## src/vco_cal_defs.svh

```systemverilog
// Timing counts, reset values and field positions of the oscillator calibration sequencer
`ifndef VCO_CAL_DEFS_SVH
`define VCO_CAL_DEFS_SVH

// Oscillator octave covered by the bands, in MHz
`define OSC_BAND_LOW_MHZ    15'd7500
`define OSC_BAND_HIGH_MHZ   15'd15000

// Core select values
`define CORE_MIN            3'h1
`define CORE_MAX            3'h7

// Search start points (first trial bit of each successive approximation) and the top band code
`define BAND_TRIAL_START    8'h80
`define BAND_TOP            8'hff
`define BAND_MSB            4'h7
`define AMP_TRIAL_START     9'h100
`define AMP_MSB             4'h8

// Watchdog timeout in phase detector cycles
`define WD_TIMEOUT_PD       16'h1000

// Reset values
`define BAND_RESET          8'h80
`define AMP_RESET           9'h100
`define CORE_RESET          3'h7

// Pin input positions in the synchroniser vector
`define PIN_PD_CLK          0
`define PIN_REF_OK          1
`define PIN_VTUNE_OK        2
`define PIN_FREQ_HIGH       3
`define PIN_AMP_HIGH        4
`define PIN_COUNT           5

`endif

```

## src/vco_cal_pkg.sv

```systemverilog
// Types of the oscillator calibration sequencer
`default_nettype none
package vco_cal_pkg;

   // Frequency related settings, shadowed until the primary control word is written
   typedef struct packed {
      logic [2:0] core_select;
      logic       core_override;
      logic       band_code_override;
      logic       amplitude_code_override;
      logic [7:0] band_code;
      logic [8:0] amplitude_code;
   } freq_cfg_t;

   // Calibration results for readback
   typedef struct packed {
      logic [2:0] core;
      logic [7:0] band_code;
      logic [8:0] amplitude_code;
   } cal_result_t;

   typedef enum logic [2:0] {
      ST_IDLE,
      ST_WAIT_REF,
      ST_BAND,
      ST_AMP,
      ST_SETTLE,
      ST_LOCKED,
      ST_LOST,
      ST_FAILED
   } cal_state_t;

endpackage
`default_nettype wire

```

## src/vco_calibration_sequencer.sv

```systemverilog
// Oscillator band and amplitude calibration sequencer with watchdog and relock
//
// Functional notes
// - Primary word write with trigger starts band calibration
// - Primary word write runs amplitude calibration unless amplitude is forced
// - Search selects band suiting the requested frequency
// - Full assist: forced core, band, amplitude used
// - Shadowed writes apply on primary word write
// - Watchdog runs during band and amplitude search when enabled
// - Watchdog expiry restarts, limited by retry limit
// - Sustained lock loss triggers recalibration when enabled
// - Lock delay counts phase detector cycles
// - Lock indication drops on unlock or lost reference
`include "vco_cal_defs.svh"
`timescale 1ns/1ps
`default_nettype none

module vco_calibration_sequencer (
   input  wire logic                    REF_CLK_I,
   input  wire logic                    RESETN_I,
   input  wire logic                    PRIMARY_WR_I,
   input  wire logic                    CAL_TRIGGER_ENABLE_I,
   input  wire logic                    CFG_WR_I,
   input  wire vco_cal_pkg::freq_cfg_t  CFG_I,
   input  wire logic                    SHADOW_WRITE_ENABLE_I,
   input  wire logic                    WATCHDOG_ENABLE_I,
   input  wire logic [3:0]              WATCHDOG_RETRY_LIMIT_I,
   input  wire logic                    RELOCK_RECAL_ENABLE_I,
   input  wire logic [15:0]             LOCK_DELAY_COUNT_I,
   input  wire logic                    PD_CLK_I,
   input  wire logic                    REF_PRESENT_I,
   input  wire logic                    VTUNE_OK_I,
   input  wire logic                    FREQ_HIGH_I,
   input  wire logic                    AMP_HIGH_I,
   output logic                         LOCK_DETECT_O,
   output logic                         CAL_BUSY_O,
   output logic                         CAL_FAILED_O,
   output vco_cal_pkg::freq_cfg_t       ACTIVE_CFG_O,
   output vco_cal_pkg::cal_result_t     RESULT_O,
   output logic [3:0]                   RETRY_COUNT_O
);

   ////////////////////////////////////////////////////////////////////////////
   // Pin synchronisers, a change counts once stages two and three agree
   logic [`PIN_COUNT-1:0] pin_raw;
   logic [`PIN_COUNT-1:0] pin_s1_r;
   logic [`PIN_COUNT-1:0] pin_s2_r;
   logic [`PIN_COUNT-1:0] pin_s3_r;
   logic [`PIN_COUNT-1:0] pin_r;
   logic                  pd_prev_r;

   assign pin_raw = {AMP_HIGH_I, FREQ_HIGH_I, VTUNE_OK_I, REF_PRESENT_I, PD_CLK_I};

   genvar gi;
   generate
      for (gi = 0; gi < `PIN_COUNT; gi = gi + 1) begin : g_pin
         always_ff @(posedge REF_CLK_I or negedge RESETN_I) begin
            if (!RESETN_I) begin
               pin_s1_r[gi] <= 1'b0;
               pin_s2_r[gi] <= 1'b0;
               pin_s3_r[gi] <= 1'b0;
               pin_r[gi]    <= 1'b0;
            end else begin
               pin_s1_r[gi] <= pin_raw[gi];
               pin_s2_r[gi] <= pin_s1_r[gi];
               pin_s3_r[gi] <= pin_s2_r[gi];
               if (pin_s2_r[gi] == pin_s3_r[gi]) begin
                  pin_r[gi] <= pin_s3_r[gi];
               end
            end
         end
      end
   endgenerate

   wire pd_tick   = pin_r[`PIN_PD_CLK] & ~pd_prev_r;
   wire ref_ok    = pin_r[`PIN_REF_OK];
   wire freq_high = pin_r[`PIN_FREQ_HIGH];
   wire amp_high  = pin_r[`PIN_AMP_HIGH];
   wire in_lock   = pin_r[`PIN_VTUNE_OK] & ref_ok;

   ////////////////////////////////////////////////////////////////////////////
   // Shadow registers
   vco_cal_pkg::freq_cfg_t active_r;
   vco_cal_pkg::freq_cfg_t active_nxt;
   vco_cal_pkg::freq_cfg_t pending_r;
   vco_cal_pkg::freq_cfg_t pending_nxt;
   logic                   pending_vld_r;
   logic                   pending_vld_nxt;

   wire cfg_direct = CFG_WR_I & ~SHADOW_WRITE_ENABLE_I;
   wire cfg_shadow = CFG_WR_I & SHADOW_WRITE_ENABLE_I;

   always_comb begin
      pending_nxt     = cfg_shadow ? CFG_I : pending_r;
      pending_vld_nxt = cfg_shadow | (pending_vld_r & ~PRIMARY_WR_I);
      if (cfg_direct) begin
         active_nxt = CFG_I;
      end else if (PRIMARY_WR_I && pending_vld_r) begin
         active_nxt = pending_r;
      end else begin
         active_nxt = active_r;
      end
   end

   ////////////////////////////////////////////////////////////////////////////
   // Calibration state machine
   vco_cal_pkg::cal_state_t state_r;
   vco_cal_pkg::cal_state_t state_nxt;
   logic [2:0]  core_r;
   logic [2:0]  core_nxt;
   logic [7:0]  band_r;
   logic [7:0]  band_nxt;
   logic [8:0]  amp_r;
   logic [8:0]  amp_nxt;
   logic [3:0]  bit_r;
   logic [3:0]  bit_nxt;
   logic [15:0] wd_cnt_r;
   logic [15:0] wd_cnt_nxt;
   logic [3:0]  retry_r;
   logic [3:0]  retry_nxt;
   logic [15:0] dly_cnt_r;
   logic [15:0] dly_cnt_nxt;
   logic        do_band_r;
   logic        do_band_nxt;

   wire searching  = (state_r == vco_cal_pkg::ST_BAND) || (state_r == vco_cal_pkg::ST_AMP);
   wire wd_expired = WATCHDOG_ENABLE_I && searching && (wd_cnt_r == `WD_TIMEOUT_PD);
   wire relock_hit = (state_r == vco_cal_pkg::ST_LOST) && RELOCK_RECAL_ENABLE_I && pd_tick
                     && (dly_cnt_r >= LOCK_DELAY_COUNT_I);
   wire [7:0] band_bit  = 8'h01 << bit_r[2:0];
   wire [8:0] amp_bit   = 9'h001 << bit_r;
   wire [7:0] band_keep = freq_high ? band_r : (band_r & ~band_bit);
   wire [8:0] amp_keep  = amp_high ? amp_r : (amp_r & ~amp_bit);
   wire [7:0] band_next_bit = (bit_r == 4'h0) ? 8'h00 : (band_bit >> 1);
   wire [8:0] amp_next_bit  = (bit_r == 4'h0) ? 9'h000 : (amp_bit >> 1);
   wire       core_can_step = ~active_r.core_override && (core_r != `CORE_MAX);

   always_comb begin
      state_nxt   = state_r;
      core_nxt    = core_r;
      band_nxt    = band_r;
      amp_nxt     = amp_r;
      bit_nxt     = bit_r;
      wd_cnt_nxt  = (searching && pd_tick) ? wd_cnt_r + 16'h0001 : wd_cnt_r;
      retry_nxt   = retry_r;
      dly_cnt_nxt = dly_cnt_r;
      do_band_nxt = do_band_r;
      if (PRIMARY_WR_I) begin
         state_nxt   = vco_cal_pkg::ST_WAIT_REF;
         do_band_nxt = CAL_TRIGGER_ENABLE_I;
         retry_nxt   = 4'h0;
         wd_cnt_nxt  = 16'h0000;
      end else if (relock_hit) begin
         state_nxt   = vco_cal_pkg::ST_WAIT_REF;
         do_band_nxt = 1'b1;
         retry_nxt   = 4'h0;
         wd_cnt_nxt  = 16'h0000;
      end else if (wd_expired) begin
         wd_cnt_nxt = 16'h0000;
         if (retry_r < WATCHDOG_RETRY_LIMIT_I) begin
            state_nxt = vco_cal_pkg::ST_WAIT_REF;
            retry_nxt = retry_r + 4'h1;
         end else begin
            state_nxt = vco_cal_pkg::ST_FAILED;
         end
      end else begin
         case (state_r)
            vco_cal_pkg::ST_WAIT_REF: begin
               if (ref_ok && pd_tick) begin
                  wd_cnt_nxt = 16'h0000;
                  bit_nxt    = `BAND_MSB;
                  if (do_band_r) begin
                     core_nxt = active_r.core_select;
                     band_nxt = active_r.band_code_override ? active_r.band_code : `BAND_TRIAL_START;
                  end
                  amp_nxt = active_r.amplitude_code_override ? active_r.amplitude_code : `AMP_TRIAL_START;
                  if (do_band_r && !active_r.band_code_override) begin
                     state_nxt = vco_cal_pkg::ST_BAND;
                  end else if (!active_r.amplitude_code_override) begin
                     state_nxt = vco_cal_pkg::ST_AMP;
                     bit_nxt   = `AMP_MSB;
                  end else begin
                     state_nxt   = vco_cal_pkg::ST_SETTLE;
                     dly_cnt_nxt = 16'h0000;
                  end
               end
            end
            vco_cal_pkg::ST_BAND: begin
               if (pd_tick) begin
                  band_nxt = band_keep | band_next_bit;
                  bit_nxt  = bit_r - 4'h1;
                  if (bit_r == 4'h0) begin
                     if ((band_keep == `BAND_TOP) && core_can_step) begin
                        core_nxt = core_r + 3'h1;
                        band_nxt = `BAND_TRIAL_START;
                        bit_nxt  = `BAND_MSB;
                     end else if (!active_r.amplitude_code_override) begin
                        state_nxt = vco_cal_pkg::ST_AMP;
                        bit_nxt   = `AMP_MSB;
                     end else begin
                        state_nxt   = vco_cal_pkg::ST_SETTLE;
                        dly_cnt_nxt = 16'h0000;
                     end
                  end
               end
            end
            vco_cal_pkg::ST_AMP: begin
               if (pd_tick) begin
                  amp_nxt = amp_keep | amp_next_bit;
                  bit_nxt = bit_r - 4'h1;
                  if (bit_r == 4'h0) begin
                     state_nxt   = vco_cal_pkg::ST_SETTLE;
                     dly_cnt_nxt = 16'h0000;
                  end
               end
            end
            vco_cal_pkg::ST_SETTLE: begin
               if (!in_lock) begin
                  dly_cnt_nxt = 16'h0000;
               end else if (dly_cnt_r >= LOCK_DELAY_COUNT_I) begin
                  state_nxt = vco_cal_pkg::ST_LOCKED;
               end else if (pd_tick) begin
                  dly_cnt_nxt = dly_cnt_r + 16'h0001;
               end
            end
            vco_cal_pkg::ST_LOCKED: begin
               if (!in_lock) begin
                  state_nxt   = vco_cal_pkg::ST_LOST;
                  dly_cnt_nxt = 16'h0000;
               end
            end
            vco_cal_pkg::ST_LOST: begin
               if (in_lock) begin
                  state_nxt   = vco_cal_pkg::ST_SETTLE;
                  dly_cnt_nxt = 16'h0000;
               end else if (pd_tick && (dly_cnt_r != 16'hffff)) begin
                  dly_cnt_nxt = dly_cnt_r + 16'h0001;
               end
            end
            vco_cal_pkg::ST_IDLE,
            vco_cal_pkg::ST_FAILED: begin
               state_nxt = state_r;
            end
            default: begin
               state_nxt = vco_cal_pkg::ST_IDLE;
            end
         endcase
      end
   end

   ////////////////////////////////////////////////////////////////////////////
   // State registers
   always_ff @(posedge REF_CLK_I or negedge RESETN_I) begin
      if (!RESETN_I) begin
         pd_prev_r     <= 1'b0;
         active_r      <= '0;
         pending_r     <= '0;
         pending_vld_r <= 1'b0;
         state_r       <= vco_cal_pkg::ST_IDLE;
         core_r        <= `CORE_RESET;
         band_r        <= `BAND_RESET;
         amp_r         <= `AMP_RESET;
         bit_r         <= 4'h0;
         wd_cnt_r      <= 16'h0000;
         retry_r       <= 4'h0;
         dly_cnt_r     <= 16'h0000;
         do_band_r     <= 1'b0;
      end else begin
         pd_prev_r     <= pin_r[`PIN_PD_CLK];
         active_r      <= active_nxt;
         pending_r     <= pending_nxt;
         pending_vld_r <= pending_vld_nxt;
         state_r       <= state_nxt;
         core_r        <= core_nxt;
         band_r        <= band_nxt;
         amp_r         <= amp_nxt;
         bit_r         <= bit_nxt;
         wd_cnt_r      <= wd_cnt_nxt;
         retry_r       <= retry_nxt;
         dly_cnt_r     <= dly_cnt_nxt;
         do_band_r     <= do_band_nxt;
      end
   end

   ////////////////////////////////////////////////////////////////////////////
   // Registered outputs
   wire busy_nxt = (state_nxt == vco_cal_pkg::ST_WAIT_REF) || (state_nxt == vco_cal_pkg::ST_BAND)
                   || (state_nxt == vco_cal_pkg::ST_AMP);

   always_ff @(posedge REF_CLK_I or negedge RESETN_I) begin
      if (!RESETN_I) begin
         LOCK_DETECT_O <= 1'b0;
         CAL_BUSY_O    <= 1'b0;
         CAL_FAILED_O  <= 1'b0;
         ACTIVE_CFG_O  <= '0;
         RESULT_O      <= '0;
         RETRY_COUNT_O <= 4'h0;
      end else begin
         LOCK_DETECT_O <= (state_nxt == vco_cal_pkg::ST_LOCKED);
         CAL_BUSY_O    <= busy_nxt;
         CAL_FAILED_O  <= (state_nxt == vco_cal_pkg::ST_FAILED);
         ACTIVE_CFG_O  <= active_nxt;
         RESULT_O      <= '{core: core_nxt, band_code: band_nxt, amplitude_code: amp_nxt};
         RETRY_COUNT_O <= retry_nxt;
      end
   end

endmodule
`default_nettype wire

```

## config.mk

```make
export PLATFORM = sky130hd
export DESIGN_NAME = vco_calibration_sequencer
export DESIGN_NICKNAME = d
export VERILOG_FILES = /design/src/vco_cal_pkg.sv /design/src/vco_calibration_sequencer.sv
export VERILOG_INCLUDE_DIRS = /design/src
export SDC_FILE = /design/constraint.sdc
export NUM_CORES = 1
export LEC_CHECK = 0
export BUFFER_PORTS_ARGS = -buffer_cell sky130_fd_sc_hd__buf_2
export CORE_AREA = 5 5 125 127
export CTS_BUF_LIST = sky130_fd_sc_hd__clkbuf_8
export DETAILED_ROUTE_END_ITERATION = 7
export DIE_AREA = 0 0 130 132
export PLACE_DENSITY = 0.75
export SYNTH_ARGS = -nofsm -noshare
export SYNTH_HDL_FRONTEND = slang
export SYNTH_SLANG_ARGS = --single-unit
export TNS_END_PERCENT = 1
```

## constraint.sdc

```tcl
create_clock -name REF_CLK_I -period 4.48 [get_ports REF_CLK_I]
set_input_delay 0.224 -clock REF_CLK_I [delete_from_list [all_inputs] [get_ports REF_CLK_I]]
set_output_delay 0.224 -clock REF_CLK_I [all_outputs]
set_load 0.005 [all_outputs]
```

Word level (Yosys, flattened, before mapping)
Index checks and enable logic that the tools add are counted.
Cells by class
  $add $sub $neg: 5
  multipliers: 0
  div/mod/pow operators: 0
  order comparisons: 2
  eq/ne operators: 32
  shift-type cells: 2
  mux-type cells: 85
  bitwise logic cells: 18
  reduce and logical (&&, ||, !) cells: 28
Operators by type and width (number)
  two-way mux 16 bit: 20
  one-hot mux 16 bit (6 select lines): 1
  two-way mux 8 bit: 11
  two-way mux 3 bit: 24
  two-way mux 9 bit: 7
  two-way mux 4 bit: 12
  two-way mux 23 bit: 2
  adder 16 x 1 -> 16 bit (second input constant): 2
  one-hot mux 3 bit (7 select lines): 1
  equality test 3 bit (second input constant): 6
  one-hot mux 9 bit (2 select lines): 1
  equality test 16 x 13 -> 1 bit (second input constant): 1
  >= comparator 16 bit: 1
  != test 16 bit (second input constant): 1
  one-hot mux 8 bit (2 select lines): 1
  AND reduction 15 bit: 1
  equality test 3 x 2 -> 1 bit (second input constant): 4
  logical AND 1 bit: 12
  != test 2 bit (second input constant): 6
  one-hot mux 4 bit (3 select lines): 1
  bitwise AND 9 bit: 1
  != test 3 bit (second input constant): 3
  inverter 9 bit: 1
  bitwise OR 9 x 8 -> 9 bit: 1
  other kinds (30): 51
Word-level totals
  bits in registers: 155
  bits in latches: 0
  RAM bits: 0
  memory bits (read-only): 0
  output and inout port bits: 50
  logic and storage cells: 221
  memories: 0

Logic depth before layout (Yosys ltp)
  depth after elaboration: 16
  gate-level depth with buffers: 11
  mapped depth without buffers: 9

Least setup slack after synthesis
No wires, ideal clock.
  path kind: register to register
  start: reg bit_r[0]
  end: reg RESULT_O[18] (netlist bit)
  arrival time: 2530 ps
  data required time: 4354 ps
  path slack: 1824 ps
  cell stages (with the launch flop): 10
  buffers on the path: 1
  period minus slack after synthesis: 2656 ps
  cells stage by stage: dfrtp_1 > inv_1 > ha_1 > or4_4 > a2111oi_4 > and2_0 > buf_2 > mux2i_1 > o22ai_1 > a22o_1
On the way
  longest elaborated chain between the ends: 13
  elaborated cells on any way between the ends: 14
Ends and longest elaborated chain
  start: declaration: RTL line vco_calibration_sequencer.sv:115  | logic [3:0] bit_r;
  start signal: assignment: RTL line vco_calibration_sequencer.sv:277  | bit_r <= bit_nxt;
  << shifter 1 x 3 -> 8 bit: RTL line vco_calibration_sequencer.sv:130  | wire [7:0] band_bit = 8'h01 << bit_r[2:0];
  inverter 8 bit: RTL line vco_calibration_sequencer.sv:132  | wire [7:0] band_keep = freq_high ? band_r : (band_r & ~band_bit);
  bitwise AND 8 bit: RTL line vco_calibration_sequencer.sv:132
  two-way mux 8 bit: RTL line vco_calibration_sequencer.sv:132
  equality test 8 bit (no line)
  logical AND 1 bit: RTL line vco_calibration_sequencer.sv:193  | if ((band_keep == `BAND_TOP) && core_can_step) begin
  two-way mux 3 bit: RTL line vco_calibration_sequencer.sv:193
  two-way mux 3 bit (*): RTL line vco_calibration_sequencer.sv:192  | if (bit_r == 4'h0) begin
  two-way mux 3 bit (*): RTL line vco_calibration_sequencer.sv:189  | if (pd_tick) begin
  one-hot mux 3 bit (2 select lines) (*): RTL line vco_calibration_sequencer.sv:167  | case (state_r)
  two-way mux 3 bit (*): RTL line vco_calibration_sequencer.sv:158  | end else if (wd_expired) begin
  two-way mux 3 bit (*): RTL line vco_calibration_sequencer.sv:153  | end else if (relock_hit) begin
  two-way mux 3 bit (*): RTL line vco_calibration_sequencer.sv:148  | if (PRIMARY_WR_I) begin
  net core_nxt[1]: RTL line vco_calibration_sequencer.sv:110  | logic [2:0] core_nxt;
  end signal: assignment: RTL line vco_calibration_sequencer.sv:303  | RESULT_O <= '{core: core_nxt, band_code: band_nxt, amplitude_code: amp_nxt};
  end: declaration: RTL line vco_calibration_sequencer.sv:39  | output vco_cal_pkg::cal_result_t RESULT_O,
The timed path passes the listed nets; every way through them passes the cells marked *.
A chain may end at the register's enable or synchronous reset.

Worst setup path in the final report
  start: reg bit_r[0]
  end: reg dly_cnt_r[0]
On the way
  longest elaborated chain between the ends: 8
  elaborated cells on any way between the ends: 11
Ends and longest elaborated chain
  << shifter 1 x 3 -> 8 bit: RTL line vco_calibration_sequencer.sv:130
  inverter 8 bit: RTL line vco_calibration_sequencer.sv:132
  bitwise AND 8 bit: RTL line vco_calibration_sequencer.sv:132
  two-way mux 8 bit: RTL line vco_calibration_sequencer.sv:132
  equality test 8 bit (no line)
  logical AND 1 bit: RTL line vco_calibration_sequencer.sv:193
  != test 2 bit (no line)
  AND reduction 15 bit (no line) (*)
  end signal: assignment: RTL line vco_calibration_sequencer.sv:280  | dly_cnt_r <= dly_cnt_nxt;
  end: declaration: RTL line vco_calibration_sequencer.sv:121  | logic [15:0] dly_cnt_r;
Every way passes the cells marked *; elsewhere a longest branch is shown, timed or not.

==> results_dict.tcl <==
set metrics [dict create \
    outcome "finished, final reports clean" \
    setup_viol 0 \
    placed_area_um2 8188 \
    yosys-top-cells-area "dfrtp_1 44%, ha_1 4.9%, o21ai_0 4.2%" \
    dieArea_um2 17160 \
    syn2layout_area_growth_pct 16.01 \
    instances_no_fill 1092 \
    postSynth.asyncResetShare 1.000 \
    dp_hpwl_um 12450 \
    synth_most_common_cell "dfrtp_1" \
    synth-seq-cells 140 \
    synth_area_um2 7676 \
    fmax_mhz 312.4 \
    min_period_ps 3201 \
    min_period_over_period 0.7145 \
    grt_pass1_wl_um 29490 \
    path_buf_inv 1 \
    cts_resized 0 \
    grt_pass1_vias 5880 \
    grt_max_degree 109 \
    antenna_left 0 \
    ys.flop_type "dfrtp_1" \
    rsz0062_at_grt "false" \
    yosysTopAreaCellShare 0.4401 \
    post_cts_buffers 0 \
    vias 6143 \
    clkLatencyLatePin_ps 450 \
    drive_above_1_share 0.2104 \
    post_drt_via_cell_ratio 5.625 \
    yosys.area.top_type "dfrtp_1" \
    min_to "do_band_r$_DFFE_PN0P_" \
    std_cell_rows 44 \
    endpoint_kind "register" \
    place_ws_ps 1351 \
    ff_latch_area_um2 3510 \
    cts_max_level 4 \
    cpLargestDelayFamily "simple AND/OR/NAND/NOR gates" \
    synth_top_cells_by_count "135 x dfrtp_1, 85 x nand2_1, 65 x nor2_1, 64 x o21ai_0, 50 x a21oi_1" \
    synth_edf_count 0 \
    nets 981 \
    die_w_um 130 \
    port-buffer-count 105 \
    finalSetupTns_ps 0 \
    design.core.area_um2 14310 \
    place_inst 1031 \
    path_cells "inv_1 > ha_1 > or4_4 > a2111oi_4 > a32oi_1 > nand2_1 > nor3_1 > mux2_2" \
    cts.sinks 140 \
    firstDrtPassIters 5 \
    setup_slack_ps 1279 \
    synth.avg_cell_area_um2 9.704 \
    hold_path.startpoint "CAL_TRIGGER_ENABLE_I" \
    max_slew_margin 0.3231 \
    cts_tree "yes" \
    cts.clk_slew.worst_paths_ps 80 \
    initial_core_util 0.5363 \
    leakage_nw 4.099 \
    die_y_um 132 \
    stdcell_area_um2 8905 \
    r2r-end "dly_cnt_r[0]$_DFFE_PN0P_" \
    fillers 1199 \
    drc 0 \
    cts_max_path_buffers 2 \
    io_pins 106 \
    synthDistinctLibCells 73 \
    r2r_cells 8 \
    crit_arrival_ps 3530 \
    crit_required_ps 4810 \
    ys_warn_count 0 \
    routabilityCongestion 0.8961 \
    antenna_found_initial 0 \
    critPathSlowestCell "or4_4" \
    powerDensity_nw_per_um2 441.0 \
    maxCapViolations 0 \
    slowest_delay_ps 580 \
    final_util 0.6221 \
    tightestPinTransition_ps 1013 \
    min_path_cells 2 \
    r2r_slack_ps 1280 \
    drt-initial-drc-count 565 \
    wl_per_cell_um 16.32 \
    gr-total-overflow 0 \
    crit-reg2reg-launch "bit_r[0]$_DFFE_PN0P_" \
    numCtsBuffers 17 \
    finalWirelength_um 17830 \
    synth_fp_nets 877 \
    multi_input_area_um2 3766 \
    worstPathMaxFanout 15 \
    hold_class "in -> reg" \
    antennaDiodeCount 0 \
    fin_skew_ps 8.723 \
    crit_path_start_kind "register" \
    ys_seq_area_frac 0.4572 \
    slew_viol_final 0 \
    postSynthCellCount 791 \
    grtUsageTotal 0.2135 \
    vdd_drop_max_uv 277.2 \
    finalHoldViolCount 0 \
    path_class "reg -> reg" \
    root_buffer "clkbuf_8" \
]
kinds of logic (layout without fill, tap and decap cells):
kind of cell,after synthesis,count (layout),synth area share
flops,140,140,0.4572
compound gates,194,194,0.1669
buf+inv,86,203,0.05248
simple gates,262,262,0.1708
mux,53,53,0.07302
xor+xnor,20,20,0.02282
fa+ha+maj,36,36,0.05672
how the worst max path moves through the flow:
stage / start / end / slack [ps] / depth (start not counted)
6_report: bit_r[0]$_DFFE_PN0P_ / dly_cnt_r[0]$_DFFE_PN0P_ / 1280 / 8
2_1_floorplan: bit_r[0]$_DFFE_PN0P_ / RESULT_O[18]$_DFF_PN0_ / 1820 / 9
3_5_place_dp: bit_r[0]$_DFFE_PN0P_ / dly_cnt_r[0]$_DFFE_PN0P_ / 1350 / 8
5_1_grt: bit_r[0]$_DFFE_PN0P_ / dly_cnt_r[0]$_DFFE_PN0P_ / 1140 / 8
3_3_place_gp: bit_r[0]$_DFFE_PN0P_ / dly_cnt_r[0]$_DFFE_PN0P_ / 1450 / 8
4_1_cts: bit_r[0]$_DFFE_PN0P_ / dly_cnt_r[0]$_DFFE_PN0P_ / 1310 / 8
routing by layer:
metal	part of all wire	vias up	track usage
li1	-	3031	-
met1	0.45	2888	0.2987
met2	0.46	196	0.3223
met3	0.064	28	0.05551
met4	0.021	0	0.07448
met5	0	-	0
registers in the layout, summed over array words and instances, names as in the netlist, 2 cells and up:
register       cells
pin_s3_r           5
pin_s2_r           5
bit_r              4
pending_r         23
pin_s1_r           5
RETRY_COUNT_O      4
RESULT_O          20
pin_r              2
wd_cnt_r          16
core_r             3
dly_cnt_r         16
ACTIVE_CFG_O      23
state_r            3
timing repair:
| action | in CTS | in global routing |
|---|---|---|
| hold endpoints to repair | 150 | 0 |
| endpoints found under the setup margin | 0 | 0 |
| hold buffers | 29 | 0 |
cell usage in the layout (no fill, tap or decap), types with 9 or more instances in the layout:
cell,synthesis,layout
xor2_1,12,12
o21ai_0,64,64
nor2_1,65,65
nand2_1,85,85
ha_1,30,30
nand2b_1,13,13
buf_2,7,104
dlygate4sd3_1,0,29
and3_1,9,9
dfrtp_1,135,135
clkbuf_8,0,19
inv_1,34,34
o41ai_1,19,19
mux2_2,24,24
nand4_1,11,11
mux2i_1,29,29
nand3_1,29,29
a21oi_1,50,50
stage by stage:
| step | total power, mW | hold WS (ps) |
|---|---|---|
| 3_3_place_gp | 2.817 | 334.0 |
| 3_5_place_dp | 2.841 | 333.4 |
| 2_1_floorplan | 2.524 | -71.59 |
| 5_1_grt | 4.181 | 3.395 |
| 6_report | 3.927 | 46.26 |
| 4_1_cts | 3.954 | 6.018 |
worst register-to-register path: cells and delay by family (launching register included):
family                     cells  cell delay (ps)
muxes                          1              310
and+or+nand+nor                3             1220
buffers and inverters          1              120
adders and majority gates      1              280
AOI/OAI and AO/OA              2              720
DFF                            1              430
power by group:
group	switching (mW)	total [mW]	internal [mW]
Sequential	0.307	1.82	1.52
Combinational	0.546	1.02	0.476
Clock	0.498	1.08	0.582
Total	1.35	3.93	2.58
cell type report:
cell class	instances	area share
Inverter	34	0.01433
Sequential cell	140	0.3941
Multi-Input combinational cell	565	0.4229
Clock inverter	13	0.01855
Clock buffer	19	0.02937
Timing Repair Buffer	137	0.09484
Tap cell	184	0.02585
Note: power is estimated with default switching activity, not from simulation.
